`config.mk`:
```
export PLATFORM = sky130hd
export DESIGN_NAME = pgm_top
export DESIGN_NICKNAME = d
export VERILOG_FILES = /design/src/hdl/pgm_pkg.sv /design/src/hdl/pgm_sync.sv /design/src/hdl/pgm_an_fsm.sv /design/src/hdl/pgm_top.sv
export SDC_FILE = /design/constraint.sdc
export NUM_CORES = 1
export LEC_CHECK = 0
export BUFFER_PORTS_ARGS = -buffer_cell sky130_fd_sc_hd__buf_2
export CORE_MARGIN = 2
export CORE_UTILIZATION = 50
export DETAILED_ROUTE_END_ITERATION = 10
export PLACE_DENSITY = 0.76
export SLEW_MARGIN = 5
export SYNTH_ARGS = -nofsm -noshare
export SYNTH_HDL_FRONTEND = slang
export SYNTH_SLANG_ARGS = --single-unit
```
`constraint.sdc`:
```
create_clock -name pclk -period 2.19 [get_ports pclk]
set_input_delay 0.219 -clock pclk [delete_from_list [all_inputs] [get_ports pclk]]
set_output_delay 0.219 -clock pclk [all_outputs]
set_load 0.01 [all_outputs]
```
`src/hdl/pgm_pkg.sv`:
```
// Constants, states and register offsets of the gigabit PCS receive and management block.
// Assumes one 200 MHz clock, pclk, and an APB master on the register side.
//
// What this block does
// - Classic option: eight data bits at 1 Gbps, low nibble only at 100 and 10.
// - Full-byte option: all eight receive data bits valid at every line rate.
// - Receive-valid is high exactly while the outgoing data byte is valid.
// - Receive-error flags received errors and marks carrier extension.
// - Collision is high while transmit-enable and receive-valid are both high.
// - Carrier sense is high whenever receive-valid is high.
// - Local ability word is sent as our configuration value during negotiation.
// - Negotiation machine runs only while the negotiation enable is high.
// - Sublayer reset holds every state machine in its reset state.
// - Negotiation restart sends the negotiation back to its beginning.
// - Negotiation-done goes high once negotiation has finished.
// - Partner's received configuration word is shown on a sixteen-bit output.
// - Page-received is high only while in the complete-acknowledge state.
// - Isolate forces every receive interface output to zero.
// - Isolate makes the transmit side see all its inputs as zero.
// - Isolation is logical only; outputs stay driven.
// - Isolate low ends receive and transmit isolation.
// - Loopback routes transmit code groups into the receive machine input.
// - Loopback low restores the normal receive input path.
// - Incoming code groups are sampled on the rising clock edge.

package pgm_pkg;

  // ----------------------------------------------------------------
  // Register map (byte addresses)
  // ----------------------------------------------------------------
  localparam logic [7:0] PGM_CTRL_OFS = 8'h00;
  localparam logic [7:0] PGM_ABIL_OFS = 8'h04;
  localparam logic [7:0] PGM_STAT_OFS = 8'h08;
  localparam logic [7:0] PGM_PART_OFS = 8'h0c;
  localparam logic [7:0] PGM_CODE_OFS = 8'h10;

  // Control field positions
  localparam int PGM_CTRL_AN_EN = 0;
  localparam int PGM_CTRL_RESTART = 1;
  localparam int PGM_CTRL_RESET = 2;
  localparam int PGM_CTRL_ISOLATE = 3;
  localparam int PGM_CTRL_LOOP = 4;
  localparam int PGM_CTRL_FULLBYTE = 5;
  localparam int PGM_CTRL_SPEED = 6;
  localparam int PGM_CTRL_INTEN = 8;

  localparam logic [8:0] PGM_CTRL_RST = 9'h001;
  localparam logic [15:0] PGM_ABIL_RST = 16'h0020;

  // Line rates, two-bit speed field
  localparam logic [1:0] PGM_SPD_1000 = 2'h2;
  localparam logic [1:0] PGM_SPD_100 = 2'h1;

  // ----------------------------------------------------------------
  // Code groups and timing
  // ----------------------------------------------------------------
  // Bit 8 set: the marker must go out as a control group, not as data
  localparam logic [9:0] PGM_K28_5 = 10'h1fa;
  localparam logic [9:0] PGM_IDLE = 10'h000;
  localparam logic [9:0] PGM_CFG_MARK = 10'h3c0;
  localparam int PGM_CLK_MHZ = 200;
  localparam int PGM_LINK_TIMER_US = 10;
  localparam int PGM_LINK_CYC = PGM_LINK_TIMER_US * PGM_CLK_MHZ;
  localparam int PGM_MATCH_CNT = 3;

  typedef enum logic [2:0] {
    PGM_AN_IDLE, PGM_AN_RESTART, PGM_AN_ABILITY, PGM_AN_ACK,
    PGM_AN_COMPLETE_ACK, PGM_AN_LINK_OK
  } pgm_an_state_t;

endpackage

```
`src/hdl/pgm_sync.sv`:
```
// Two flip-flop synchroniser for pin levels.
// Assumes a single destination clock.
`timescale 1ns/1ps
`default_nettype none
module pgm_sync #(
  parameter int WIDTH = 1
) (
  input wire logic pclk,
  input wire logic presetn,
  input wire logic [WIDTH-1:0] async_in,
  output logic [WIDTH-1:0] sync_out
);
  logic [WIDTH-1:0] meta_reg;

  always_ff @(posedge pclk or negedge presetn) begin
    if (!presetn) begin
      meta_reg <= '0;
      sync_out <= '0;
    end else begin
      meta_reg <= async_in;
      sync_out <= meta_reg;
    end
  end
endmodule // pgm_sync
`default_nettype wire

```
`src/hdl/pgm_an_fsm.sv`:
```
// Simplified auto-negotiation state machine for the gigabit PCS.
// Assumes received config words arrive already decoded, one per strobe.
`timescale 1ns/1ps
`default_nettype none
module pgm_an_fsm #(
  parameter int LINK_CYC = pgm_pkg::PGM_LINK_CYC
) (
  input wire logic pclk,
  input wire logic presetn,
  input wire logic sm_reset,
  input wire logic an_enable,
  input wire logic an_restart,
  input wire logic cfg_strobe,
  input wire logic [15:0] cfg_word,
  output logic [15:0] partner_word,
  output logic an_done,
  output logic page_rx,
  output logic send_cfg
);
  pgm_pkg::pgm_an_state_t state_reg, state_next;
  logic [15:0] timer_reg;
  logic [1:0] match_reg;
  logic [15:0] last_reg;
  wire timer_done = (timer_reg == 16'(LINK_CYC - 1));
  wire state_change = (state_next != state_reg);
  wire matched = (match_reg == 2'(pgm_pkg::PGM_MATCH_CNT - 1));
  wire same_word = cfg_strobe && (cfg_word == last_reg);
  wire ack_seen = same_word && cfg_word[14];

  always_comb begin
    state_next = state_reg;
    case (state_reg)
      pgm_pkg::PGM_AN_IDLE: state_next = pgm_pkg::PGM_AN_RESTART;
      pgm_pkg::PGM_AN_RESTART: if (timer_done) state_next = pgm_pkg::PGM_AN_ABILITY;
      pgm_pkg::PGM_AN_ABILITY: if (same_word && matched) state_next = pgm_pkg::PGM_AN_ACK;
      pgm_pkg::PGM_AN_ACK: if (ack_seen && matched) state_next = pgm_pkg::PGM_AN_COMPLETE_ACK;
      pgm_pkg::PGM_AN_COMPLETE_ACK: if (timer_done) state_next = pgm_pkg::PGM_AN_LINK_OK;
      pgm_pkg::PGM_AN_LINK_OK: state_next = pgm_pkg::PGM_AN_LINK_OK;
      default: state_next = pgm_pkg::PGM_AN_IDLE;
    endcase
  end

  always_ff @(posedge pclk or negedge presetn) begin
    if (!presetn) begin
      state_reg <= pgm_pkg::PGM_AN_IDLE;
      timer_reg <= '0;
      match_reg <= '0;
      last_reg <= '0;
      partner_word <= '0;
    end else if (sm_reset || !an_enable || an_restart) begin
      state_reg <= pgm_pkg::PGM_AN_IDLE;
      timer_reg <= '0;
      match_reg <= '0;
      last_reg <= '0;
    end else begin
      state_reg <= state_next;
      timer_reg <= (state_change || timer_done) ? '0 : timer_reg + 16'h0001;
      if (cfg_strobe) begin
        last_reg <= cfg_word;
        match_reg <= (cfg_word == last_reg && !matched) ? match_reg + 2'h1 :
                     (cfg_word == last_reg) ? match_reg : '0;
      end
      if (state_reg == pgm_pkg::PGM_AN_ABILITY && same_word && matched) begin
        partner_word <= cfg_word;
      end
    end
  end

  assign an_done = (state_reg == pgm_pkg::PGM_AN_LINK_OK);
  assign page_rx = (state_reg == pgm_pkg::PGM_AN_COMPLETE_ACK);
  assign send_cfg = (state_reg != pgm_pkg::PGM_AN_LINK_OK);
endmodule // pgm_an_fsm
`default_nettype wire

```
`src/hdl/pgm_top.sv`:
```
// Receive interface, loopback, isolate and management of the gigabit PCS.
// Assumes code groups arrive decoded to a byte plus control flag on pclk.
//
// The APB interface to the registers and the placing of the registers are this design's own decisions.
`timescale 1ns/1ps
`default_nettype none
module pgm_top #(
  parameter int LINK_CYC = pgm_pkg::PGM_LINK_CYC
) (
  input wire logic pclk,
  input wire logic presetn,
  // APB slave
  input wire logic psel,
  input wire logic penable,
  input wire logic pwrite,
  input wire logic [7:0] paddr,
  input wire logic [31:0] pwdata,
  output logic [31:0] prdata,
  output logic pready,
  output logic pslverr,
  // Incoming ten-bit code group: bit 8 is control, bit 9 error
  input wire logic [9:0] rx_code_in,
  // MAC transmit side
  input wire logic tx_en_in,
  input wire logic tx_er_in,
  input wire logic [7:0] tx_data_in,
  output logic [9:0] tx_code_out,
  // MAC receive side
  output logic [7:0] recv_data_out,
  output logic recv_valid_out,
  output logic recv_error_out,
  output logic collision_out,
  output logic carrier_out,
  output logic irq_out,
  // Management status
  output logic autoneg_done_out,
  output logic page_received_out,
  output logic [15:0] partner_ability_word
);
  // ----------------------------------------------------------------
  // Register file
  // ----------------------------------------------------------------
  logic [8:0] ctrl_reg;
  logic [15:0] local_ability_word;
  logic [1:0] sticky_reg;
  wire setup = psel && !penable;
  wire wr_en = psel && penable && pwrite;
  wire rd_en = psel && penable && !pwrite;
  wire hit_ctrl = (paddr == pgm_pkg::PGM_CTRL_OFS);
  wire hit_abil = (paddr == pgm_pkg::PGM_ABIL_OFS);
  wire hit_stat = (paddr == pgm_pkg::PGM_STAT_OFS);
  wire hit_part = (paddr == pgm_pkg::PGM_PART_OFS);
  wire hit_code = (paddr == pgm_pkg::PGM_CODE_OFS);
  wire hit_any = hit_ctrl | hit_abil | hit_stat | hit_part | hit_code;
  wire autoneg_enable_in = ctrl_reg[pgm_pkg::PGM_CTRL_AN_EN];
  wire sublayer_reset_in = ctrl_reg[pgm_pkg::PGM_CTRL_RESET];
  wire isolate = ctrl_reg[pgm_pkg::PGM_CTRL_ISOLATE];
  wire loopback = ctrl_reg[pgm_pkg::PGM_CTRL_LOOP];
  wire full_byte_option = ctrl_reg[pgm_pkg::PGM_CTRL_FULLBYTE];
  wire [1:0] speed = ctrl_reg[pgm_pkg::PGM_CTRL_SPEED +: 2];
  wire int_enable = ctrl_reg[pgm_pkg::PGM_CTRL_INTEN];
  // Restart is a self-clearing pulse so software need not write twice
  logic restart_reg;
  wire autoneg_restart_in = restart_reg;

  always_ff @(posedge pclk or negedge presetn) begin
    if (!presetn) begin
      ctrl_reg <= pgm_pkg::PGM_CTRL_RST;
      local_ability_word <= pgm_pkg::PGM_ABIL_RST;
      restart_reg <= 1'b0;
    end else begin
      restart_reg <= wr_en && hit_ctrl && pwdata[pgm_pkg::PGM_CTRL_RESTART];
      if (wr_en && hit_ctrl) begin
        ctrl_reg <= pwdata[8:0] & ~(9'h1 << pgm_pkg::PGM_CTRL_RESTART);
      end
      if (wr_en && hit_abil) begin
        local_ability_word <= pwdata[15:0];
      end
    end
  end

  // ----------------------------------------------------------------
  // Receive path: pin sync, loopback select, isolate
  // ----------------------------------------------------------------
  logic [9:0] rx_code_sync;
  pgm_sync #(.WIDTH(10)) u_rx_sync (
    .pclk(pclk),
    .presetn(presetn),
    .async_in(rx_code_in),
    .sync_out(rx_code_sync)
  );

  logic [9:0] tx_code_reg;
  // Loopback takes the transmit machine's group, bypassing the pins
  wire [9:0] rx_group = loopback ? tx_code_reg : rx_code_sync;
  logic [9:0] rx_group_reg;

  always_ff @(posedge pclk or negedge presetn) begin
    if (!presetn) begin
      rx_group_reg <= pgm_pkg::PGM_IDLE;
    end else begin
      rx_group_reg <= rx_group;
    end
  end

  wire rx_ctrl = rx_group_reg[8];
  wire rx_bad = rx_group_reg[9];
  wire rx_is_cfg = rx_ctrl && (rx_group_reg[7:0] == pgm_pkg::PGM_K28_5[7:0]);
  wire rx_ext = rx_ctrl && !rx_is_cfg && (rx_group_reg[7:0] != 8'h00);
  wire rx_data_grp = !rx_ctrl && !rx_bad;

  // Config word is two data bytes following a K28.5, low byte first
  logic [1:0] cfg_phase_reg;
  logic [7:0] cfg_lo_reg;
  logic cfg_strobe_reg;
  logic [15:0] cfg_word_reg;

  always_ff @(posedge pclk or negedge presetn) begin
    if (!presetn) begin
      cfg_phase_reg <= '0;
      cfg_lo_reg <= '0;
      cfg_strobe_reg <= 1'b0;
      cfg_word_reg <= '0;
    end else if (sublayer_reset_in) begin
      cfg_phase_reg <= '0;
      cfg_strobe_reg <= 1'b0;
    end else begin
      cfg_strobe_reg <= 1'b0;
      if (rx_is_cfg) begin
        cfg_phase_reg <= 2'h1;
      end else if (cfg_phase_reg == 2'h1 && rx_data_grp) begin
        cfg_lo_reg <= rx_group_reg[7:0];
        cfg_phase_reg <= 2'h2;
      end else if (cfg_phase_reg == 2'h2 && rx_data_grp) begin
        cfg_word_reg <= {rx_group_reg[7:0], cfg_lo_reg};
        cfg_strobe_reg <= 1'b1;
        cfg_phase_reg <= '0;
      end else begin
        cfg_phase_reg <= '0;
      end
    end
  end

  // ----------------------------------------------------------------
  // Auto-negotiation
  // ----------------------------------------------------------------
  logic send_cfg;
  logic an_done;
  logic page_rx;
  logic [15:0] partner_word;
  pgm_an_fsm #(.LINK_CYC(LINK_CYC)) u_an (
    .pclk(pclk),
    .presetn(presetn),
    .sm_reset(sublayer_reset_in),
    .an_enable(autoneg_enable_in),
    .an_restart(autoneg_restart_in),
    .cfg_strobe(cfg_strobe_reg),
    .cfg_word(cfg_word_reg),
    .partner_word(partner_word),
    .an_done(an_done),
    .page_rx(page_rx),
    .send_cfg(send_cfg)
  );
  wire link_up = an_done || !autoneg_enable_in;

  // ----------------------------------------------------------------
  // MII receive outputs
  // ----------------------------------------------------------------
  // Receive data flows only once the link is up and outside config frames
  wire rx_frame = link_up && cfg_phase_reg == 2'h0 && rx_data_grp;
  wire rx_err = link_up && (rx_bad || rx_ext);
  // Classic option below 1 Gbps carries only the low nibble
  wire nibble_only = !full_byte_option && (speed != pgm_pkg::PGM_SPD_1000);
  wire [7:0] rx_byte = nibble_only ? {4'h0, rx_group_reg[3:0]} : rx_group_reg[7:0];
  // Carrier extension carries its marker byte with the error flag
  wire [7:0] rx_byte_out = rx_frame ? rx_byte : (rx_ext ? 8'h0f : 8'h00);

  always_ff @(posedge pclk or negedge presetn) begin
    if (!presetn) begin
      recv_data_out <= '0;
      recv_valid_out <= 1'b0;
      recv_error_out <= 1'b0;
    end else if (isolate || sublayer_reset_in) begin
      recv_data_out <= '0;
      recv_valid_out <= 1'b0;
      recv_error_out <= 1'b0;
    end else begin
      recv_data_out <= rx_byte_out;
      recv_valid_out <= rx_frame;
      recv_error_out <= rx_err;
    end
  end

  // Isolated MAC inputs read as zero, so collision drops too
  wire tx_en_eff = tx_en_in && !isolate;
  assign collision_out = tx_en_eff && recv_valid_out;
  assign carrier_out = recv_valid_out;

  // ----------------------------------------------------------------
  // Transmit code groups
  // ----------------------------------------------------------------
  wire tx_er_eff = tx_er_in && !isolate;
  wire [7:0] tx_data_eff = isolate ? 8'h00 : tx_data_in;
  logic [1:0] tx_phase_reg;
  logic [9:0] tx_next;

  always_comb begin
    tx_next = pgm_pkg::PGM_IDLE;
    if (send_cfg && autoneg_enable_in) begin
      case (tx_phase_reg)
        2'h0: tx_next = pgm_pkg::PGM_K28_5;
        2'h1: tx_next = {2'b00, local_ability_word[7:0]};
        2'h2: tx_next = {2'b00, local_ability_word[15:8]};
        default: tx_next = pgm_pkg::PGM_IDLE;
      endcase
    end else if (tx_en_eff) begin
      tx_next = {tx_er_eff, 1'b0, tx_data_eff};
    end else if (tx_er_eff) begin
      tx_next = {2'b01, 8'h0f};
    end
  end

  always_ff @(posedge pclk or negedge presetn) begin
    if (!presetn) begin
      tx_code_reg <= pgm_pkg::PGM_IDLE;
      tx_phase_reg <= '0;
    end else if (sublayer_reset_in) begin
      tx_code_reg <= pgm_pkg::PGM_IDLE;
      tx_phase_reg <= '0;
    end else begin
      tx_code_reg <= tx_next;
      tx_phase_reg <= tx_phase_reg + 2'h1;
    end
  end
  assign tx_code_out = tx_code_reg;

  // ----------------------------------------------------------------
  // Status, interrupt and read mux
  // ----------------------------------------------------------------
  // Bit 0 done, bit 1 page received; write one clears, set wins
  wire clr_stat = wr_en && hit_stat;
  wire [1:0] ev = {page_rx, an_done};

  always_ff @(posedge pclk or negedge presetn) begin
    if (!presetn) begin
      sticky_reg <= '0;
    end else begin
      sticky_reg <= (sticky_reg & ~(clr_stat ? pwdata[1:0] : 2'b00)) | ev;
    end
  end
  assign irq_out = int_enable && (|sticky_reg);

  assign autoneg_done_out = an_done;
  assign page_received_out = page_rx;
  assign partner_ability_word = partner_word;

  wire [31:0] rd_mux = hit_ctrl ? {23'h0, ctrl_reg} :
                       hit_abil ? {16'h0, local_ability_word} :
                       hit_stat ? {28'h0, page_rx, an_done, sticky_reg} :
                       hit_part ? {16'h0, partner_word} :
                       hit_code ? {22'h0, rx_group_reg} : 32'h0;

  always_ff @(posedge pclk or negedge presetn) begin
    if (!presetn) begin
      prdata <= '0;
    end else if (setup && !pwrite) begin
      prdata <= rd_mux;
    end
  end
  assign pready = 1'b1;
  assign pslverr = (rd_en || wr_en) && !hit_any;
endmodule // pgm_top
`default_nettype wire

```
== After elaboration in Yosys (flattened, before gate mapping) ==
Cells that the tools add are included.

* Register bits after elaboration: 191
* Latch bits: 0
* Bits in writable memories: 0
* Bits in read-only memories: 0
* Bits of input ports: 65
* Output and inout bits: 75
* Word-level logic and storage cells: 158
* Memories: 0

* Add/sub/neg operators: 3
* $mul: 0
* Div/mod/pow operators: 0
* Order comparisons: 0
* Eq/ne operators: 21
* Shift-type cells: 0
* Muxes and demuxes: 41
* Bitwise gates (word level): 11
* Reduce and logical (&&, ||, !) cells: 60

{| class="wikitable"
|+ Operators with widths
! kind !! number
|-
| $mux W16 || 8
|-
| $mux W10 || 5
|-
| $logic_and A1 B1 Y1 || 32
|-
| $mux W8 || 4
|-
| $pmux W9 S3 || 1
|-
| $mux W2 || 9
|-
| $pmux W3 S6 || 1
|-
| $add A16 B1 Y16 const B || 1
|-
| $eq A16 B11 Y1 const B || 1
|-
| $eq A16 B16 Y1 || 1
|-
| $eq A8 B4 Y1 const B || 2
|-
| $mux W3 || 5
|-
| $logic_not A1 Y1 || 10
|-
| $mux W9 || 1
|-
| $eq A8 B3 Y1 const B || 1
|-
| $eq A8 B5 Y1 const B || 1
|-
| $eq A8 B8 Y1 const B || 1
|-
| $logic_not A8 Y1 || 1
|-
| $reduce_bool A8 Y1 || 1
|-
| $logic_or A1 B1 Y1 || 7
|-
| $eq A2 B2 Y1 const B || 3
|-
| $eq A3 B2 Y1 const B || 2
|-
| $eq A3 B3 Y1 const B || 2
|-
| $mux W1 || 6
|-
| 20 further kinds || 30
|}

== Longest topological paths before layout ==
* Depth in word-level cells: 10
* Mapped depth: 8
* Gate-level depth less buffers: 6

== Hierarchy ==
A second synthesis with hierarchy kept.

* Cell total of the unflattened synthesis: 648
* Area total of the unflattened synthesis: 7,826.3 um2

{| class="wikitable"
|+ By module, submodules not included
! module !! times used !! cells each !! area an instance (um2) !! seq. area each (um2)
|-
| pgm_top || 1 || 398 || 4,668.2 || 2,555.0
|-
| pgm_an_fsm || 1 || 230 || 2,657.5 || 1,326.3
|-
| pgm_sync || 1 || 20 || 500.5 || 500.5
|}

== Least setup slack after synthesis ==
OpenSTA, ideal clock, no wires.

* Path type: flip-flop to flip-flop
* Start point: register cfg_word_reg[9]
* End point: register u_an.partner_word[14]
* Library setup time: 127 ps
* Arrival time: 1,998 ps
* Data required time: 2,063 ps
* Slack: 64 ps
* Cell stages (with the launch flop): 7
* Buffers on the path: 1
* Period minus slack after synthesis: 2,126 ps
* Cells stage by stage: dfrtp_1 > xor2_1 > nor4_1 > nand4_1 > nor3_4 > buf_6 > mux2_1

* Word-level cells in the longest chain between the ends: 5

{| class="wikitable"
|+ RTL lines
! element !! RTL line !! text
|-
| from (decl) || pgm_top.sv:116 || <nowiki>logic [15:0] cfg_word_reg;</nowiki>
|-
| from (signal assigned) || pgm_top.sv:135 || <nowiki>cfg_word_reg <= {rx_group_reg[7:0], cfg_lo_reg};</nowiki>
|-
| $eq A16 B16 Y1 || pgm_an_fsm.sv:27 || <nowiki>wire same_word = cfg_strobe && (cfg_word == last_reg);</nowiki>
|-
| $logic_and A1 B1 Y1 || pgm_an_fsm.sv:27 ||
|-
| $logic_and A1 B1 Y1 (2 in a row) || pgm_an_fsm.sv:63 || <nowiki>if (state_reg == pgm_pkg::PGM_AN_ABILITY && same_word && matched) begin</nowiki>
|-
| $reduce_and A2 Y1 (no line) || -- ||
|-
| to (signal assigned) || pgm_an_fsm.sv:64 || <nowiki>partner_word <= cfg_word;</nowiki>
|-
| to (decl) || pgm_an_fsm.sv:15 || <nowiki>output logic [15:0] partner_word,</nowiki>
|}

No other way between the ends.
A chain may end at the register's enable or synchronous reset.

== Worst setup path after layout ==
* Start point: register cfg_word_reg[9]
* End point: register u_an.partner_word[1]

The elaborated chain is that of the path after synthesis.

==> flow_summary_export.csv <==
group,metric,value,unit
global_route,largest_net_degree_at_the_start_of_global_routing,63,
yosys,mappedNetlistArea,7650,um^2
timing,finalCritPeriodShare,95.5,%
power,p_leak,4.67,nW
yosys,synth-seq-cells,175,
floorplan,fp-row-count,45,
power,power.clock.fraction,43.3,%
power,share_comb_of_total_power,7.0,%
drt,drc_errors,0,
yosys,yosysWarningCount,0,
timing,postLayoutSetupSlackWorst,0.0986,ns
critical_path,total_stage_count_of_the_critical_path,6,
cells_and_area,nFillCells,1198,
power,sw_power,1.80,mW
timing,hold_viol_final,0,
timing,timing.final.setup_violations,0,
cells_and_area,post_layout_nonfiller_instances,1021,
placed_design,port_buffers,106,
critical_path,wp_data_required,2.50,ns
hold_path,hold_end,"ctrl_reg[8]",
placed_design,placed_cells_incl_taps,976,
power,p_total,6.87,mW
cells_and_area,post-route-util,61.3,%
critical_path,end_kind,"flop",
power,power_report.internal_total,5.06,mW
timing,fmax,478,MHz
placed_design,dp_hpwl,13.3,mm
timing,worst_clock_skew_on_the_final_layout,0.00830,ns
drt,initialDrtViolationCount,340,
global_route,number_of_global_route_vias_before_repair,5503,
critical_path,crit_path_top_delay_cell,"sky130_fd_sc_hd__dfrtp_1",
floorplan,die_area,16300,um^2
floorplan,die_span_x,128,um
drt,average_via_count_per_standard_cell,5.52,
drt,drtAntennaViolNets,0,
hold_path,worst_hold_path.num_cells,2,
critical_path,worstPathMaxFanout,16,
critical_path,critical-path-top-delay-family,"simple AND/OR/NAND/NOR gates",
hold_path,hold_class,"in -> reg",
timing,final.min_clock_period,2.09,ns
clock_tree,cts_bufs_inserted,17,
yosys,yosys.cell_types.count,60,
clock_tree,clock_sink_count,175,
drt,finalWirelength,18.6,mm
critical_path,rr_worst_depth,6,
drt,count_of_vias_placed_by_the_detailed_router,5631,
drt,wire_per_inst,18.2,um
yosys,async_reset_ff_share,100,%
timing,timing.slew.headroom,52.1,%
timing,report.final.slew_viol_count,0,
clock_tree,reg_clk_slew_reported_paths,0.07,ns
global_route,gr-usage-all-layers,23.7,%
clock_tree,htree_num_levels,4,
yosys,syn_avg_cell_area,11.2,um^2
placed_design,gp_congestion,0.882,
flow_run,cap_violations,0,
hold_path,hp-start,"pwdata[8]",
power,swShare,26.3,%
timing,tns,0,ns
floorplan,dieHeight,128,um
outcome,status,"finished clean",
critical_path,startpoint_type,"flop",
cells_and_area,layout-area-overhead-vs-synth,21.0,%
clock_tree,clkLatencyLatePin,0.43,ns
yosys,synth_cells,682,
global_route,grt_pass1_wl,29.5,mm
drt,detail_route.first_pass.iterations,6,
cells_and_area,drive_above_1_share,25.1,%
power,pwr_cell_area,742,nW/um^2
floorplan,floorplan.io_pins,140,
yosys,synth_seq_area_share,57.3,%
power,seq_power_share,49.7,%
timing,worstMarginPinSlew,0.718,ns
critical_path,critical_path_arrival,2.40,ns
critical_path,regToRegSetupSlack,0.1,ns
critical_path,crit_path_cell_trace,"xor2_1, nor4_2, nand4_1, nor3_4, buf_12, mux2_1",
floorplan,core_area,15100,um^2
placed_design,pre_cts_ws,0.0186,ns
clock_tree,ctsLongestPathBuffers,2,
cells_and_area,number_of_nets_in_the_final_layout,891,
floorplan,start_util,50.7,%
global_route,grt_antenna_before_repair,0,
global_route,grt.overflow.total,0,
critical_path,rr_endpoint,"u_an.partner_word[1]",
critical_path,timing.rr.start,"cfg_word_reg[9]",
yosys,dominantRegCellSynth,"sky130_fd_sc_hd__dfrtp_1",
critical_path,worstPathBufferInverterCount,1,
critical_path,cp_slowest_stage_delay,0.41,ns
clock_tree,tritoncts,"done",
cells_and_area,antenna_cells,0,
critical_path,type_of_the_setup_path_with_the_least_slack,"reg -> reg",
power,irDropWorstVdd,573,uV
clock_tree,cts_root_cell,"sky130_fd_sc_hd__clkbuf_16",
yosys,synth-edff-count,0,
-- kinds of logic (layout without fill, tap and decap cells) --
family	Yosys count	in the layout	synth area share (%)
AND/OR/NAND/NOR	257	257	15.9
flip-flops	175	175	57.3
AO/OA/AOI/OAI	80	80	7.43
other	2	17	0.0982
adder cells (fa/ha/maj)	6	6	0.982
multiplexers	71	71	10.7
XOR/XNOR	30	30	3.44
buffers and inverters	61	197	4.19
-- cells in the final DEF (no fill, tap or decap), drive strengths merged, types with 2 or more instances in the layout --
cell type    synthesis  final
xor2                24     24
nor3                26     26
a21o                 4      4
and3                 7      7
o31ai                2      2
a32oi                2      2
conb                 2     17
or2                  3      3
dfrtp              173    173
and2                 9      9
a211oi               2      2
clkinv               1      4
inv                 10     22
a31oi                8      8
dlygate4sd3          0     13
and4                 2      2
nand4                5      5
xnor2                6      6
o21ai               16     16
mux2                54     54
a221oi              15     15
o21a                 6      6
nand2b              10     10
nand3b               3      3
nand3               12     12
nor3b                3      3
nor2                56     56
buf                 29    141
clkbuf              21     17
a31o                 3      3
ha                   6      6
mux2i               17     17
a21oi               11     11
a222oi               5      5
nor2b                6      6
dfstp                2      2
nor4                 8      8
nand2              101    101
-- cell usage after synthesis, types with 3 or more instances --
library cell / count / share of area (%)
sky130_fd_sc_hd__nor2b_1: 6 / 0.49
sky130_fd_sc_hd__nand3b_1: 3 / 0.29
sky130_fd_sc_hd__xnor2_1: 6 / 0.69
sky130_fd_sc_hd__a221oi_1: 15 / 1.7
sky130_fd_sc_hd__mux2_1: 30 / 4.4
sky130_fd_sc_hd__and3_1: 7 / 0.57
sky130_fd_sc_hd__mux2_2: 14 / 2.1
sky130_fd_sc_hd__and2_1: 9 / 0.74
sky130_fd_sc_hd__nand4_1: 5 / 0.41
sky130_fd_sc_hd__nor2_1: 56 / 2.7
sky130_fd_sc_hd__buf_2: 4 / 0.26
sky130_fd_sc_hd__buf_1: 4 / 0.20
sky130_fd_sc_hd__a21o_1: 4 / 0.39
sky130_fd_sc_hd__dfrtp_1: 173 / 57
sky130_fd_sc_hd__ha_1: 6 / 0.98
sky130_fd_sc_hd__a222oi_1: 5 / 0.65
sky130_fd_sc_hd__nand2_1: 101 / 5.0
sky130_fd_sc_hd__nor3_1: 25 / 1.6
sky130_fd_sc_hd__inv_1: 9 / 0.44
sky130_fd_sc_hd__clkbuf_1: 21 / 1.0
sky130_fd_sc_hd__mux2_4: 10 / 2.0
sky130_fd_sc_hd__a21oi_1: 11 / 0.72
sky130_fd_sc_hd__buf_4: 19 / 1.9
sky130_fd_sc_hd__nor4_1: 8 / 0.65
sky130_fd_sc_hd__a31oi_1: 8 / 0.65
sky130_fd_sc_hd__o21ai_1: 7 / 0.46
sky130_fd_sc_hd__mux2i_1: 17 / 2.2
sky130_fd_sc_hd__xor2_1: 24 / 2.7
sky130_fd_sc_hd__o21ai_0: 9 / 0.59
sky130_fd_sc_hd__o21a_1: 6 / 0.59
sky130_fd_sc_hd__nand2b_1: 10 / 0.82
sky130_fd_sc_hd__nand3_1: 12 / 0.79
-- final cells by class --
class                   count  area, um^2  area share, %
flip-flops and latches    175        4380           47.4
clock inverters            15         158           1.70
repair buffers            154         992           10.7
well taps                 188         235           2.54
clock buffers              17         425           4.60
inverters                  11        41.3          0.446
multi-input cells         461        3020           32.6
-- power groups by stage --
stage	logic (mW)	clock network, mW	registers [mW]
global placement	0.452	0	3.47
finish	0.478	2.98	3.41
detailed placement	0.460	0	3.47
global route	0.529	3.15	3.42
floorplan	0.221	0	3.47
CTS	0.479	3.01	3.41
-- stage by stage --
stage / instance area (um^2) / hold slack, ns
5_1_grt: 9250 / 0.0113
4_1_cts: 9240 / 0.00366
3_5_place_dp: 8520 / 0.247
6_report: 9250 / 0.0166
3_3_place_gp: 8520 / 0.246
2_1_floorplan: 7700 / -0.0766
-- repair_timing --
action                     CTS  global route
gates resized for setup      1             2
pin swaps                    0             2
setup endpoints to repair   16            16
hold endpoints to repair    71             0
hold buffers                13             0
setup buffers                0             0
-- layer usage --
layer	share of wire (%)	vias up	GRT usage (%)
met5	0	-	0
met4	3.1	0	10.1
met3	7.0	34	5.09
met2	48	232	37.7
met1	42	2746	31.9
li1	-	2619	-
-- worst max-delay path by stage --
stage | start | end | slack (ns)
after floorplan | cfg_word_reg[9] | u_an.partner_word[14] | 0.06
after global placement | paddr[7] | local_ability_word[15] | 0.06
after CTS | cfg_word_reg[5] | u_an.partner_word[1] | 0.02
after global routing | cfg_word_reg[9] | u_an.partner_word[13] | -0.01
final | cfg_word_reg[9] | u_an.partner_word[1] | 0.1
after detailed placement | cfg_word_reg[9] | u_an.partner_word[1] | 0.02
Power figures use the tool's default switching activity.
